==> src/include/pes_pkg.sv <==
`default_nettype none

package pes_pkg;

	// ----------------------------------------
	// Register byte addresses
	// ----------------------------------------
	localparam logic [7:0] ADDR_DIR = 8'h00;
	localparam logic [7:0] ADDR_PIN = 8'h04;
	localparam logic [7:0] ADDR_LAT = 8'h08;
	localparam logic [7:0] ADDR_ANA = 8'h0C;
	localparam logic [7:0] ADDR_SPDATA = 8'h10;
	localparam logic [7:0] ADDR_IRQ_STAT = 8'h14;
	localparam logic [7:0] ADDR_IRQ_MASK = 8'h18;

	// ----------------------------------------
	// Field positions and reset values
	// ----------------------------------------
	localparam int DIR_IWW = 7;
	localparam int DIR_OWP = 6;
	localparam int DIR_OVR = 5;
	localparam int DIR_SPS = 4;
	localparam logic [2:0] DIR_RESET = 3'h7;
	localparam logic [3:0] ANA_RESET = 4'h0;
	localparam logic [3:0] ANA_DIGITAL_MIN = 4'hA;
	localparam int IRQ_SP = 0;
	localparam logic [1:0] RESP_OKAY = 2'h0;
	localparam logic [1:0] RESP_SLVERR = 2'h2;

	// ----------------------------------------
	// Carried types
	// ----------------------------------------
	typedef struct packed {
		logic rd_n;
		logic wr_n;
		logic cs_n;
	} pes_strobe_t;

	typedef struct packed {
		logic [2:0] dir;
		logic [2:0] lat;
		logic [3:0] ana;
		logic sps;
		logic iww;
		logic owp;
		logic ovr;
		logic [7:0] in_word;
		logic [7:0] out_word;
		logic wr_act;
		logic rd_act;
		logic irq_stat;
		logic irq_mask;
		logic aw_ok;
		logic w_ok;
		logic [7:0] aw_addr;
		logic [31:0] w_data;
		logic [3:0] w_strb;
		logic bvalid;
		logic [1:0] bresp;
		logic rvalid;
		logic [31:0] rdata;
		logic [1:0] rresp;
		logic [2:0] pin_out;
		logic [2:0] pin_oe_n;
		logic [7:0] data_out;
		logic data_oe_n;
	} pes_state_t;

endpackage : pes_pkg

`default_nettype wire

==> src/rtl/pes_port.sv <==
// Summary of operation
// - Input-word-waiting flag, bit 7, read-only.
// - Output-word-pending high until external read.
// - Overrun set on write while word waiting.
// - Mode bit selects slave port operation.
// - Direction bit 3 reads zero, ignores writes.
// - Pins 0-2 direction bits, reset to input.
// - Output direction drives pin from latch.
// - Input reads pin unless analog selected.
// - Pins become read, write, select strobes.
// - Pins default to analog after reset.
// - Pin 3 is master clear when configured.
// - Pin 3 input only, read when config zero.
// - Upper pin and latch bits read zero.
// - Write ends on strobe high, sets flags.
//
// Decided for this implementation: the AXI4-Lite interface to the registers and the register offsets.
`timescale 1ns/1ps
`default_nettype none

module pes_port (
	// Clock and reset
	input wire logic core_clk_i,
	input wire logic sys_rst_i,
	// AXI4-Lite slave
	input wire logic [7:0] s_axi_awaddr_i,
	input wire logic s_axi_awvalid_i,
	output logic s_axi_awready_o,
	input wire logic [31:0] s_axi_wdata_i,
	input wire logic [3:0] s_axi_wstrb_i,
	input wire logic s_axi_wvalid_i,
	output logic s_axi_wready_o,
	output logic [1:0] s_axi_bresp_o,
	output logic s_axi_bvalid_o,
	input wire logic s_axi_bready_i,
	input wire logic [7:0] s_axi_araddr_i,
	input wire logic s_axi_arvalid_i,
	output logic s_axi_arready_o,
	output logic [31:0] s_axi_rdata_o,
	output logic [1:0] s_axi_rresp_o,
	output logic s_axi_rvalid_o,
	input wire logic s_axi_rready_i,
	// Port pins
	input wire logic [2:0] port_pin_i,
	output logic [2:0] port_pin_o,
	output logic [2:0] port_pin_oe_n_o,
	input wire logic port_pin3_input_i,
	input wire logic master_clear_config_i,
	output logic master_clear_n_o,
	// Slave port data bus
	input wire logic [7:0] sp_data_i,
	output logic [7:0] sp_data_o,
	output logic sp_data_oe_n_o,
	// Interrupt
	output logic irq_o
);

	pes_pkg::pes_state_t st;
	pes_pkg::pes_state_t next_st;
	pes_pkg::pes_strobe_t stb;
	logic [2:0] dig_en;
	logic wr_sel;
	logic rd_sel;
	logic sp_on;
	logic aw_fire;
	logic w_fire;
	logic ar_fire;
	logic do_wr;
	logic [7:0] wbyte;
	logic [7:0] rbyte;
	logic rd_hit;

	// ----------------------------------------
	// Helpers
	// ----------------------------------------
	// A pin's digital input is live only when the analog field leaves it digital.
	function automatic logic [2:0] digital_pins(input logic [3:0] ana);
		digital_pins = (ana >= pes_pkg::ANA_DIGITAL_MIN) ? 3'h7 : 3'h0;
	endfunction : digital_pins

	// Only the aligned words of the seven mapped registers answer with an okay response.
	function automatic logic reg_known(input logic [7:0] addr);
		case (addr)
			pes_pkg::ADDR_DIR, pes_pkg::ADDR_PIN, pes_pkg::ADDR_LAT, pes_pkg::ADDR_ANA: reg_known = 1'b1;
			pes_pkg::ADDR_SPDATA, pes_pkg::ADDR_IRQ_STAT, pes_pkg::ADDR_IRQ_MASK: reg_known = 1'b1;
			default: reg_known = 1'b0;
		endcase
	endfunction : reg_known

	// ----------------------------------------
	// Combinational next state
	// ----------------------------------------
	always_comb begin
		next_st = st;
		dig_en = digital_pins(st.ana);
		sp_on = st.sps && (st.dir == 3'h7);
		// Strobes read high (idle) while the digital input is disabled.
		stb.rd_n = port_pin_i[0] | ~dig_en[0];
		stb.wr_n = port_pin_i[1] | ~dig_en[1];
		stb.cs_n = port_pin_i[2] | ~dig_en[2];
		wr_sel = sp_on && !stb.cs_n && !stb.wr_n;
		rd_sel = sp_on && !stb.cs_n && !stb.rd_n;
		aw_fire = s_axi_awvalid_i && !st.aw_ok;
		w_fire = s_axi_wvalid_i && !st.w_ok;
		ar_fire = s_axi_arvalid_i && !st.rvalid;
		if (aw_fire) begin
			next_st.aw_ok = 1'b1;
			next_st.aw_addr = s_axi_awaddr_i;
		end
		if (w_fire) begin
			next_st.w_ok = 1'b1;
			next_st.w_data = s_axi_wdata_i;
			next_st.w_strb = s_axi_wstrb_i;
		end
		do_wr = st.aw_ok && st.w_ok && !st.bvalid;
		wbyte = st.w_data[7:0];
		// External write: capture while active, flag on the end.
		next_st.wr_act = wr_sel;
		if (wr_sel) begin
			next_st.in_word = sp_data_i;
		end
		if (st.wr_act && !wr_sel) begin
			if (st.iww) begin
				next_st.ovr = 1'b1;
			end
			next_st.iww = 1'b1;
			next_st.irq_stat = 1'b1;
		end
		// External read: drive the out word, clear pending at start.
		next_st.rd_act = rd_sel;
		if (rd_sel && !st.rd_act) begin
			next_st.owp = 1'b0;
		end
		if (st.rd_act && !rd_sel) begin
			next_st.irq_stat = 1'b1;
		end
		// Software write; hardware sets above win over clears here.
		if (do_wr && st.w_strb[0]) begin
			case (st.aw_addr)
				pes_pkg::ADDR_DIR: begin
					next_st.dir = wbyte[2:0];
					next_st.sps = wbyte[pes_pkg::DIR_SPS];
					next_st.ovr = wbyte[pes_pkg::DIR_OVR] | (st.wr_act && !wr_sel && st.iww);
				end
				pes_pkg::ADDR_LAT: next_st.lat = wbyte[2:0];
				pes_pkg::ADDR_ANA: next_st.ana = wbyte[3:0];
				pes_pkg::ADDR_SPDATA: begin
					next_st.out_word = wbyte;
					// A write during an active external read is taken at once.
					next_st.owp = !rd_sel;
				end
				pes_pkg::ADDR_IRQ_STAT: begin
					if (wbyte[pes_pkg::IRQ_SP] && !(st.wr_act && !wr_sel) && !(st.rd_act && !rd_sel)) begin
						next_st.irq_stat = 1'b0;
					end
				end
				pes_pkg::ADDR_IRQ_MASK: next_st.irq_mask = wbyte[pes_pkg::IRQ_SP];
				default: begin
				end
			endcase
		end
		if (do_wr) begin
			next_st.aw_ok = 1'b0;
			next_st.w_ok = 1'b0;
			next_st.bvalid = 1'b1;
			// The pin register only reflects pin levels, so a write to it is refused.
			next_st.bresp = (reg_known(st.aw_addr) && st.aw_addr != pes_pkg::ADDR_PIN)
				? pes_pkg::RESP_OKAY : pes_pkg::RESP_SLVERR;
		end else if (st.bvalid && s_axi_bready_i) begin
			next_st.bvalid = 1'b0;
		end
		// Register read.
		rbyte = 8'h00;
		rd_hit = reg_known(s_axi_araddr_i);
		case (s_axi_araddr_i)
			pes_pkg::ADDR_DIR: rbyte = {st.iww, st.owp, st.ovr, st.sps, 1'b0, st.dir};
			pes_pkg::ADDR_PIN: begin
				rbyte[2:0] = port_pin_i & dig_en;
				rbyte[3] = port_pin3_input_i & ~master_clear_config_i;
			end
			pes_pkg::ADDR_LAT: rbyte = {5'h00, st.lat};
			pes_pkg::ADDR_ANA: rbyte = {4'h0, st.ana};
			pes_pkg::ADDR_SPDATA: rbyte = st.in_word;
			pes_pkg::ADDR_IRQ_STAT: rbyte = {7'h00, st.irq_stat};
			pes_pkg::ADDR_IRQ_MASK: rbyte = {7'h00, st.irq_mask};
			default: rbyte = 8'h00;
		endcase
		if (ar_fire) begin
			next_st.rvalid = 1'b1;
			next_st.rdata = {24'h000000, rbyte};
			next_st.rresp = rd_hit ? pes_pkg::RESP_OKAY : pes_pkg::RESP_SLVERR;
			if (s_axi_araddr_i == pes_pkg::ADDR_SPDATA) begin
				next_st.iww = (st.wr_act && !wr_sel);
			end
		end else if (st.rvalid && s_axi_rready_i) begin
			next_st.rvalid = 1'b0;
		end
		// Pin drivers.
		next_st.pin_out = next_st.lat;
		next_st.pin_oe_n = next_st.dir;
		next_st.data_out = next_st.out_word;
		next_st.data_oe_n = !rd_sel;
	end

	// ----------------------------------------
	// State register
	// ----------------------------------------
	always_ff @(posedge core_clk_i) begin
		if (sys_rst_i) begin
			st <= '0;
			st.dir <= pes_pkg::DIR_RESET;
			st.ana <= pes_pkg::ANA_RESET;
			st.pin_oe_n <= pes_pkg::DIR_RESET;
			st.data_oe_n <= 1'b1;
		end else begin
			st <= next_st;
		end
	end

	// ----------------------------------------
	// Outputs
	// ----------------------------------------
	assign s_axi_awready_o = !st.aw_ok;
	assign s_axi_wready_o = !st.w_ok;
	assign s_axi_bvalid_o = st.bvalid;
	assign s_axi_bresp_o = st.bresp;
	assign s_axi_arready_o = !st.rvalid;
	assign s_axi_rvalid_o = st.rvalid;
	assign s_axi_rdata_o = st.rdata;
	assign s_axi_rresp_o = st.rresp;
	assign port_pin_o = st.pin_out;
	assign port_pin_oe_n_o = st.pin_oe_n;
	// Pin 3 passes through as reset request only when configured so.
	assign master_clear_n_o = master_clear_config_i ? port_pin3_input_i : 1'b1;
	assign sp_data_o = st.data_out;
	assign sp_data_oe_n_o = st.data_oe_n;
	assign irq_o = st.irq_stat & st.irq_mask;

	// ----------------------------------------
	// Checks
	// ----------------------------------------
	a_iww_on_end: assert property (@(posedge core_clk_i) disable iff (sys_rst_i)
		(st.wr_act && !wr_sel) |=> st.iww && st.irq_stat)
		else $error("write end did not set flags");
	a_ovr_on_again: assert property (@(posedge core_clk_i) disable iff (sys_rst_i)
		(st.wr_act && !wr_sel && st.iww) |=> st.ovr)
		else $error("overrun not flagged");
	a_ovr_sticky: assert property (@(posedge core_clk_i) disable iff (sys_rst_i)
		(st.ovr && !do_wr) |=> st.ovr)
		else $error("overrun dropped without write");
	a_owp_read_clr: assert property (@(posedge core_clk_i) disable iff (sys_rst_i)
		(rd_sel && !st.rd_act && !do_wr) |=> !st.owp)
		else $error("pending not cleared by read");
	a_pin_drive: assert property (@(posedge core_clk_i) disable iff (sys_rst_i)
		(do_wr && st.w_strb[0] && st.aw_addr == pes_pkg::ADDR_LAT) |=> port_pin_o == $past(st.w_data[2:0]))
		else $error("latch value not on pins");
	a_pin_dir: assert property (@(posedge core_clk_i) disable iff (sys_rst_i)
		(do_wr && st.w_strb[0] && st.aw_addr == pes_pkg::ADDR_DIR) |=> port_pin_oe_n_o == $past(st.w_data[2:0]))
		else $error("pin enables do not follow direction");
	a_dir_bit3: assert property (@(posedge core_clk_i) disable iff (sys_rst_i)
		(ar_fire && s_axi_araddr_i == pes_pkg::ADDR_DIR) |=> !s_axi_rdata_o[3])
		else $error("direction bit 3 not zero");
	a_pin_upper: assert property (@(posedge core_clk_i) disable iff (sys_rst_i)
		(ar_fire && s_axi_araddr_i == pes_pkg::ADDR_PIN) |=> s_axi_rdata_o[7:4] == 4'h0)
		else $error("pin upper bits not zero");
	a_pin3_master_clear_n: assert property (@(posedge core_clk_i) disable iff (sys_rst_i)
		(ar_fire && s_axi_araddr_i == pes_pkg::ADDR_PIN && master_clear_config_i) |=> !s_axi_rdata_o[3])
		else $error("pin 3 read while master clear");
	a_strobe_mode: assert property (@(posedge core_clk_i) disable iff (sys_rst_i)
		wr_sel |-> st.sps && st.dir == 3'h7)
		else $error("write strobe outside slave mode");
	a_analog_off: assert property (@(posedge core_clk_i) disable iff (sys_rst_i)
		(st.ana < pes_pkg::ANA_DIGITAL_MIN) |-> !wr_sel && !rd_sel)
		else $error("strobe seen while analog");

	// ----------------------------------------
	// Checks on flag life cycle
	// ----------------------------------------
	// Each flag may only move on its own set or clear event.
	a_iww_read_clr: assert property (@(posedge core_clk_i) disable iff (sys_rst_i)
		(ar_fire && s_axi_araddr_i == pes_pkg::ADDR_SPDATA && !(st.wr_act && !wr_sel)) |=> !st.iww)
		else $error("input word flag not cleared by read");
	a_iww_hold: assert property (@(posedge core_clk_i) disable iff (sys_rst_i)
		(st.iww && !ar_fire) |=> st.iww)
		else $error("input word flag dropped without read");
	a_iww_set_only: assert property (@(posedge core_clk_i) disable iff (sys_rst_i)
		(!st.iww && !(st.wr_act && !wr_sel)) |=> !st.iww)
		else $error("input word flag set without write end");
	a_owp_on_write: assert property (@(posedge core_clk_i) disable iff (sys_rst_i)
		(do_wr && st.w_strb[0] && st.aw_addr == pes_pkg::ADDR_SPDATA && !rd_sel) |=> st.owp)
		else $error("pending flag not set by write");
	a_owp_hold: assert property (@(posedge core_clk_i) disable iff (sys_rst_i)
		(st.owp && !rd_sel) |=> st.owp)
		else $error("pending flag dropped without read");
	a_ovr_sw_clr: assert property (@(posedge core_clk_i) disable iff (sys_rst_i)
		(do_wr && st.w_strb[0] && st.aw_addr == pes_pkg::ADDR_DIR && !st.w_data[pes_pkg::DIR_OVR]
		&& !(st.wr_act && !wr_sel && st.iww)) |=> !st.ovr)
		else $error("overrun not cleared by software");
	a_ovr_set_only: assert property (@(posedge core_clk_i) disable iff (sys_rst_i)
		(!st.ovr && !do_wr && !(st.wr_act && !wr_sel && st.iww)) |=> !st.ovr)
		else $error("overrun set without cause");
	a_irq_read_end: assert property (@(posedge core_clk_i) disable iff (sys_rst_i)
		(st.rd_act && !rd_sel) |=> st.irq_stat)
		else $error("read end did not set interrupt");
	a_irq_sticky: assert property (@(posedge core_clk_i) disable iff (sys_rst_i)
		(st.irq_stat && !do_wr) |=> st.irq_stat)
		else $error("interrupt status dropped without write");

	// ----------------------------------------
	// Checks on register access and pins
	// ----------------------------------------
	// Read data is compared with what the pins showed at the accepting edge.
	a_mode_write: assert property (@(posedge core_clk_i) disable iff (sys_rst_i)
		(do_wr && st.w_strb[0] && st.aw_addr == pes_pkg::ADDR_DIR)
		|=> st.sps == $past(st.w_data[pes_pkg::DIR_SPS]))
		else $error("mode bit not written");
	a_dir_write: assert property (@(posedge core_clk_i) disable iff (sys_rst_i)
		(do_wr && st.w_strb[0] && st.aw_addr == pes_pkg::ADDR_DIR) |=> st.dir == $past(st.w_data[2:0]))
		else $error("direction bits not written");
	a_lat_write: assert property (@(posedge core_clk_i) disable iff (sys_rst_i)
		(do_wr && st.w_strb[0] && st.aw_addr == pes_pkg::ADDR_LAT) |=> st.lat == $past(st.w_data[2:0]))
		else $error("latch not written");
	a_pin_analog: assert property (@(posedge core_clk_i) disable iff (sys_rst_i)
		(ar_fire && s_axi_araddr_i == pes_pkg::ADDR_PIN && st.ana < pes_pkg::ANA_DIGITAL_MIN)
		|=> s_axi_rdata_o[2:0] == 3'h0)
		else $error("analog pins read as digital");
	a_pin_level: assert property (@(posedge core_clk_i) disable iff (sys_rst_i)
		(ar_fire && s_axi_araddr_i == pes_pkg::ADDR_PIN && st.ana >= pes_pkg::ANA_DIGITAL_MIN)
		|=> s_axi_rdata_o[2:0] == $past(port_pin_i))
		else $error("pin levels not returned");
	a_pin3_read: assert property (@(posedge core_clk_i) disable iff (sys_rst_i)
		(ar_fire && s_axi_araddr_i == pes_pkg::ADDR_PIN && !master_clear_config_i)
		|=> s_axi_rdata_o[3] == $past(port_pin3_input_i))
		else $error("pin 3 level not returned");
	a_lat_upper: assert property (@(posedge core_clk_i) disable iff (sys_rst_i)
		(ar_fire && s_axi_araddr_i == pes_pkg::ADDR_LAT) |=> s_axi_rdata_o[7:3] == 5'h00)
		else $error("latch upper bits not zero");
	a_in_capture: assert property (@(posedge core_clk_i) disable iff (sys_rst_i)
		wr_sel |=> st.in_word == $past(sp_data_i))
		else $error("external word not captured");
	a_read_drive: assert property (@(posedge core_clk_i) disable iff (sys_rst_i)
		rd_sel |=> !sp_data_oe_n_o)
		else $error("data bus not driven during read");

endmodule : pes_port

`default_nettype wire

==> config.mk <==
export PLATFORM = sky130hd
export DESIGN_NAME = pes_port
export DESIGN_NICKNAME = d
export VERILOG_FILES = /design/src/include/pes_pkg.sv /design/src/rtl/pes_port.sv
export SDC_FILE = /design/constraint.sdc
export NUM_CORES = 1
export LEC_CHECK = 0
export ABC_AREA = 1
export BUFFER_PORTS_ARGS = -buffer_cell sky130_fd_sc_hd__buf_2
export CAP_MARGIN = 10
export CORE_MARGIN = 5
export CORE_UTILIZATION = 45
export CTS_BUF_LIST = sky130_fd_sc_hd__clkbuf_8
export CTS_CLUSTER_DIAMETER = 50
export DETAILED_ROUTE_END_ITERATION = 10
export PLACE_DENSITY = 0.8
export RECOVER_POWER = 25
export SYNTH_ARGS = -nofsm -noshare
export SYNTH_HDL_FRONTEND = slang
export SYNTH_SLANG_ARGS = --single-unit
==> constraint.sdc <==
create_clock -name core_clk_i -period 2.7 [get_ports core_clk_i]
set_input_delay 0.54 -clock core_clk_i [delete_from_list [all_inputs] [get_ports core_clk_i]]
set_output_delay 0.54 -clock core_clk_i [all_outputs]
set_load 0.01 [all_outputs]
==> flow_summary.yaml <==
status:
  status: "complete, no violations"
worst_setup_path:
  reg2reg_depth: 7
  critPathArrivalTime_ns: 1.87
  crit_type: "flip-flop to flip-flop"
  critPathMaxFanout: 8
  critPathRequiredTime_ns: 2.91
  reg2reg_to: "st[126]"
  regToRegStartpoint: "st[97]"
  worst_setup_path_start_kind: "flip-flop"
  reg2reg_slack_ns: 1.04
  cp-end-kind: "flip-flop"
sta:
  finalClockSkew_ns: 0.0104
  max_freq_ghz: 0.602
  tns_ns: 0
  holdWs_ns: 0.428
  layout_min_cycle_time_ns: 1.66
  setup_violations: 0
  fin_crit_sh_pct: 61.5
  hold_violations: 0
  slew_viol_final: 0
  rsz0062_at_grt: "false"
layout:
  num_antenna_cells: 0
  area_growth_pct: 10.2
  fillCellCount: 674
  multi_input_area_um2: 1310
  drive_above_1_share_pct: 18.0
  nNetsFinal: 556
  layout.cells.non_filler: 584
  ff_latch_area_um2: 1320
  final_util_pct: 51.4
clocking:
  root_buffer: "clkbuf_8"
  clk_path_buf_depth: 2
  cts_resized: 0
  cts_sinks: 66
  post_cts_buffers: 0
  cts_tree: "yes"
  htree_levels: 3
  clk_latency_ns: 0.34
  cts_made_buffers: 9
  path_clk_slew_ns: 0.07
  holdBufCountCts: 0
placement:
  dp_cells: 569
  hpwl_mm: 5.45
  io_buffers: 76
  finalWeightedCongestion: 0.850
global_route:
  grt_max_degree: 42
  antenna_found_initial: 0
  grt_pass1_wl_mm: 11.5
  grt_pass1_vias: 2630
  grt_use_total_pct: 16.3
  overflow: 0
detailed_routing:
  dr.pass1.iters: 5
  postRouteAntennaNets: 0
  via_count: 2773
  first_iter_violations: 185
  finalWirelength_mm: 7.22
  wl_per_cell_um: 12.4
  avgViaCountPerCell: 4.75
  drc_errors: 0
synth:
  syn_area_per_cell_um2: 7.37
  yosysSeqAreaShare_pct: 41.4
  syn-instance-count: 433
  netlist_area_um2: 3190
  yosys_warnings: 0
  synth_cell_types: 31
  ys_seq_elements: 66
flow_run:
  maxCapViolations: 0
pwr:
  power.leakage_nw: 1.57
  ir_drop_uv: 352
  powerDensity_nw_per_um2: 592
hold_path:
  hold_end: "st[63]"
  min_path_cells: 3
  hold_class: "input pin to flip-flop"
  min_from: "s_axi_wdata_i[6]"
die:
  die_area_um2: 8870
  die_x_um: 94.2
  core_area_um2: 6830
  start_util_pct: 46.7
  design.portCount: 130
  die_h_um: 94.2
  rows: 30
==> metrics by stage <==
step | cell area, um^2 | setup slack (ns) | power, mW
after floorplan | 3280 | 1.30 | 1.20
after global placement | 3340 | 0.941 | 1.23
after detailed placement | 3340 | 0.906 | 1.24
after CTS | 3550 | 1.10 | 2.10
after global routing | 3510 | 0.903 | 2.17
final | 3510 | 1.04 | 2.08
==> power by group <==
group	internal, mW	total [mW]	switching, mW
Combinational	0.0645	0.197	0.132
Sequential	1.00	1.02	0.0166
Clock	0.509	0.864	0.355
Total	1.58	2.08	0.503
==> cell usage in the layout (no fill, tap or decap), types with 4 or more instances in the layout <==
cell type	count
nor2_1	60
a21oi_1	40
a31oi_1	5
buf_2	56
nand2_1	52
clkbuf_1	20
inv_1	46
o211ai_1	4
dfxtp_1	66
conb_1	26
nand3_1	25
o21ai_0	46
nor3_1	6
clkbuf_8	9
nor2_2	5
==> registers in the layout (all words and copies together) (netlist names) <==
register,count
s_axi_rvalid_o,1
port_pin_oe_n_o,3
s_axi_bresp_o,1
s_axi_rdata_o,8
port_pin_o,3
st,39
s_axi_bvalid_o,1
sp_data_o,8
sp_data_oe_n_o,1
s_axi_rresp_o,1
==> synthesized netlist by cell type, drive strengths merged <==
cell    number  area [um^2]
nor2        65          257
o21a         1         7.51
clkbuf       6         22.5
nand3       25          125
o221ai       1         8.76
dfxtp       66         1320
o211ai       4         30.0
a211oi       1         12.5
conb         1         3.75
a21oi       40          200
buf         56          425
or2          1         6.26
clkinv       1         8.76
nand4        2         18.8
nand2       54          218
inv         49          189
o21ai       47          235
nand3b       1         11.3
nor3         7         57.6
a31oi        5         31.3
==> cell families (layout without fill, tap and decap cells) <==
family                 count (synthesis)  after routing  share of synthesized area [%]
other                                  1             26                          0.118
buffers and inverters                112            142                           20.2
AO/OA/AOI/OAI                         99             99                           16.5
flip-flops                            66             66                           41.4
AND/OR/NAND/NOR                      155            155                           21.7
==> worst max-delay path, stage by stage, from the launching register on <==
cell and delay [ns]:
dfxtp_1 0.35, inv_2 0.05, nor3_1 0.41, nand2_4 0.13, inv_6 0.11, nand2_1 0.17
o21ai_0 0.25, a21oi_1 0.07
==> area by class of cell <==
type / count / share of cell area, %
clock inverters: 6 / 2.35
flip-flops and latches: 66 / 37.6
multi-input cells: 280 / 37.1
well taps: 96 / 3.42
inverters: 50 / 5.63
repair buffers: 77 / 10.3
clock buffers: 9 / 3.53
==> layer usage <==
metal  global-route usage [%]  wire length [um]  up-vias
met5                        0                 0        -
met3                     4.49               596       14
met4                     7.22               112        0
met1                     18.9              3000     1233
met2                     28.0              3520      104
li1                         -                 -     1422
==> how the worst max path moves through the flow <==
stage,startpoint,to,cells past startpoint
final,st[97],st[126],7
after global routing,port_pin_oe_n_o[0],st[100],7
after CTS,port_pin3_input_i,master_clear_n_o,3
after detailed placement,port_pin_i[2],st[100],7
after global placement,port_pin_i[2],st[100],7
after floorplan,master_clear_config_i,master_clear_n_o,2
No activity file was read; power rests on OpenSTA's default activity.
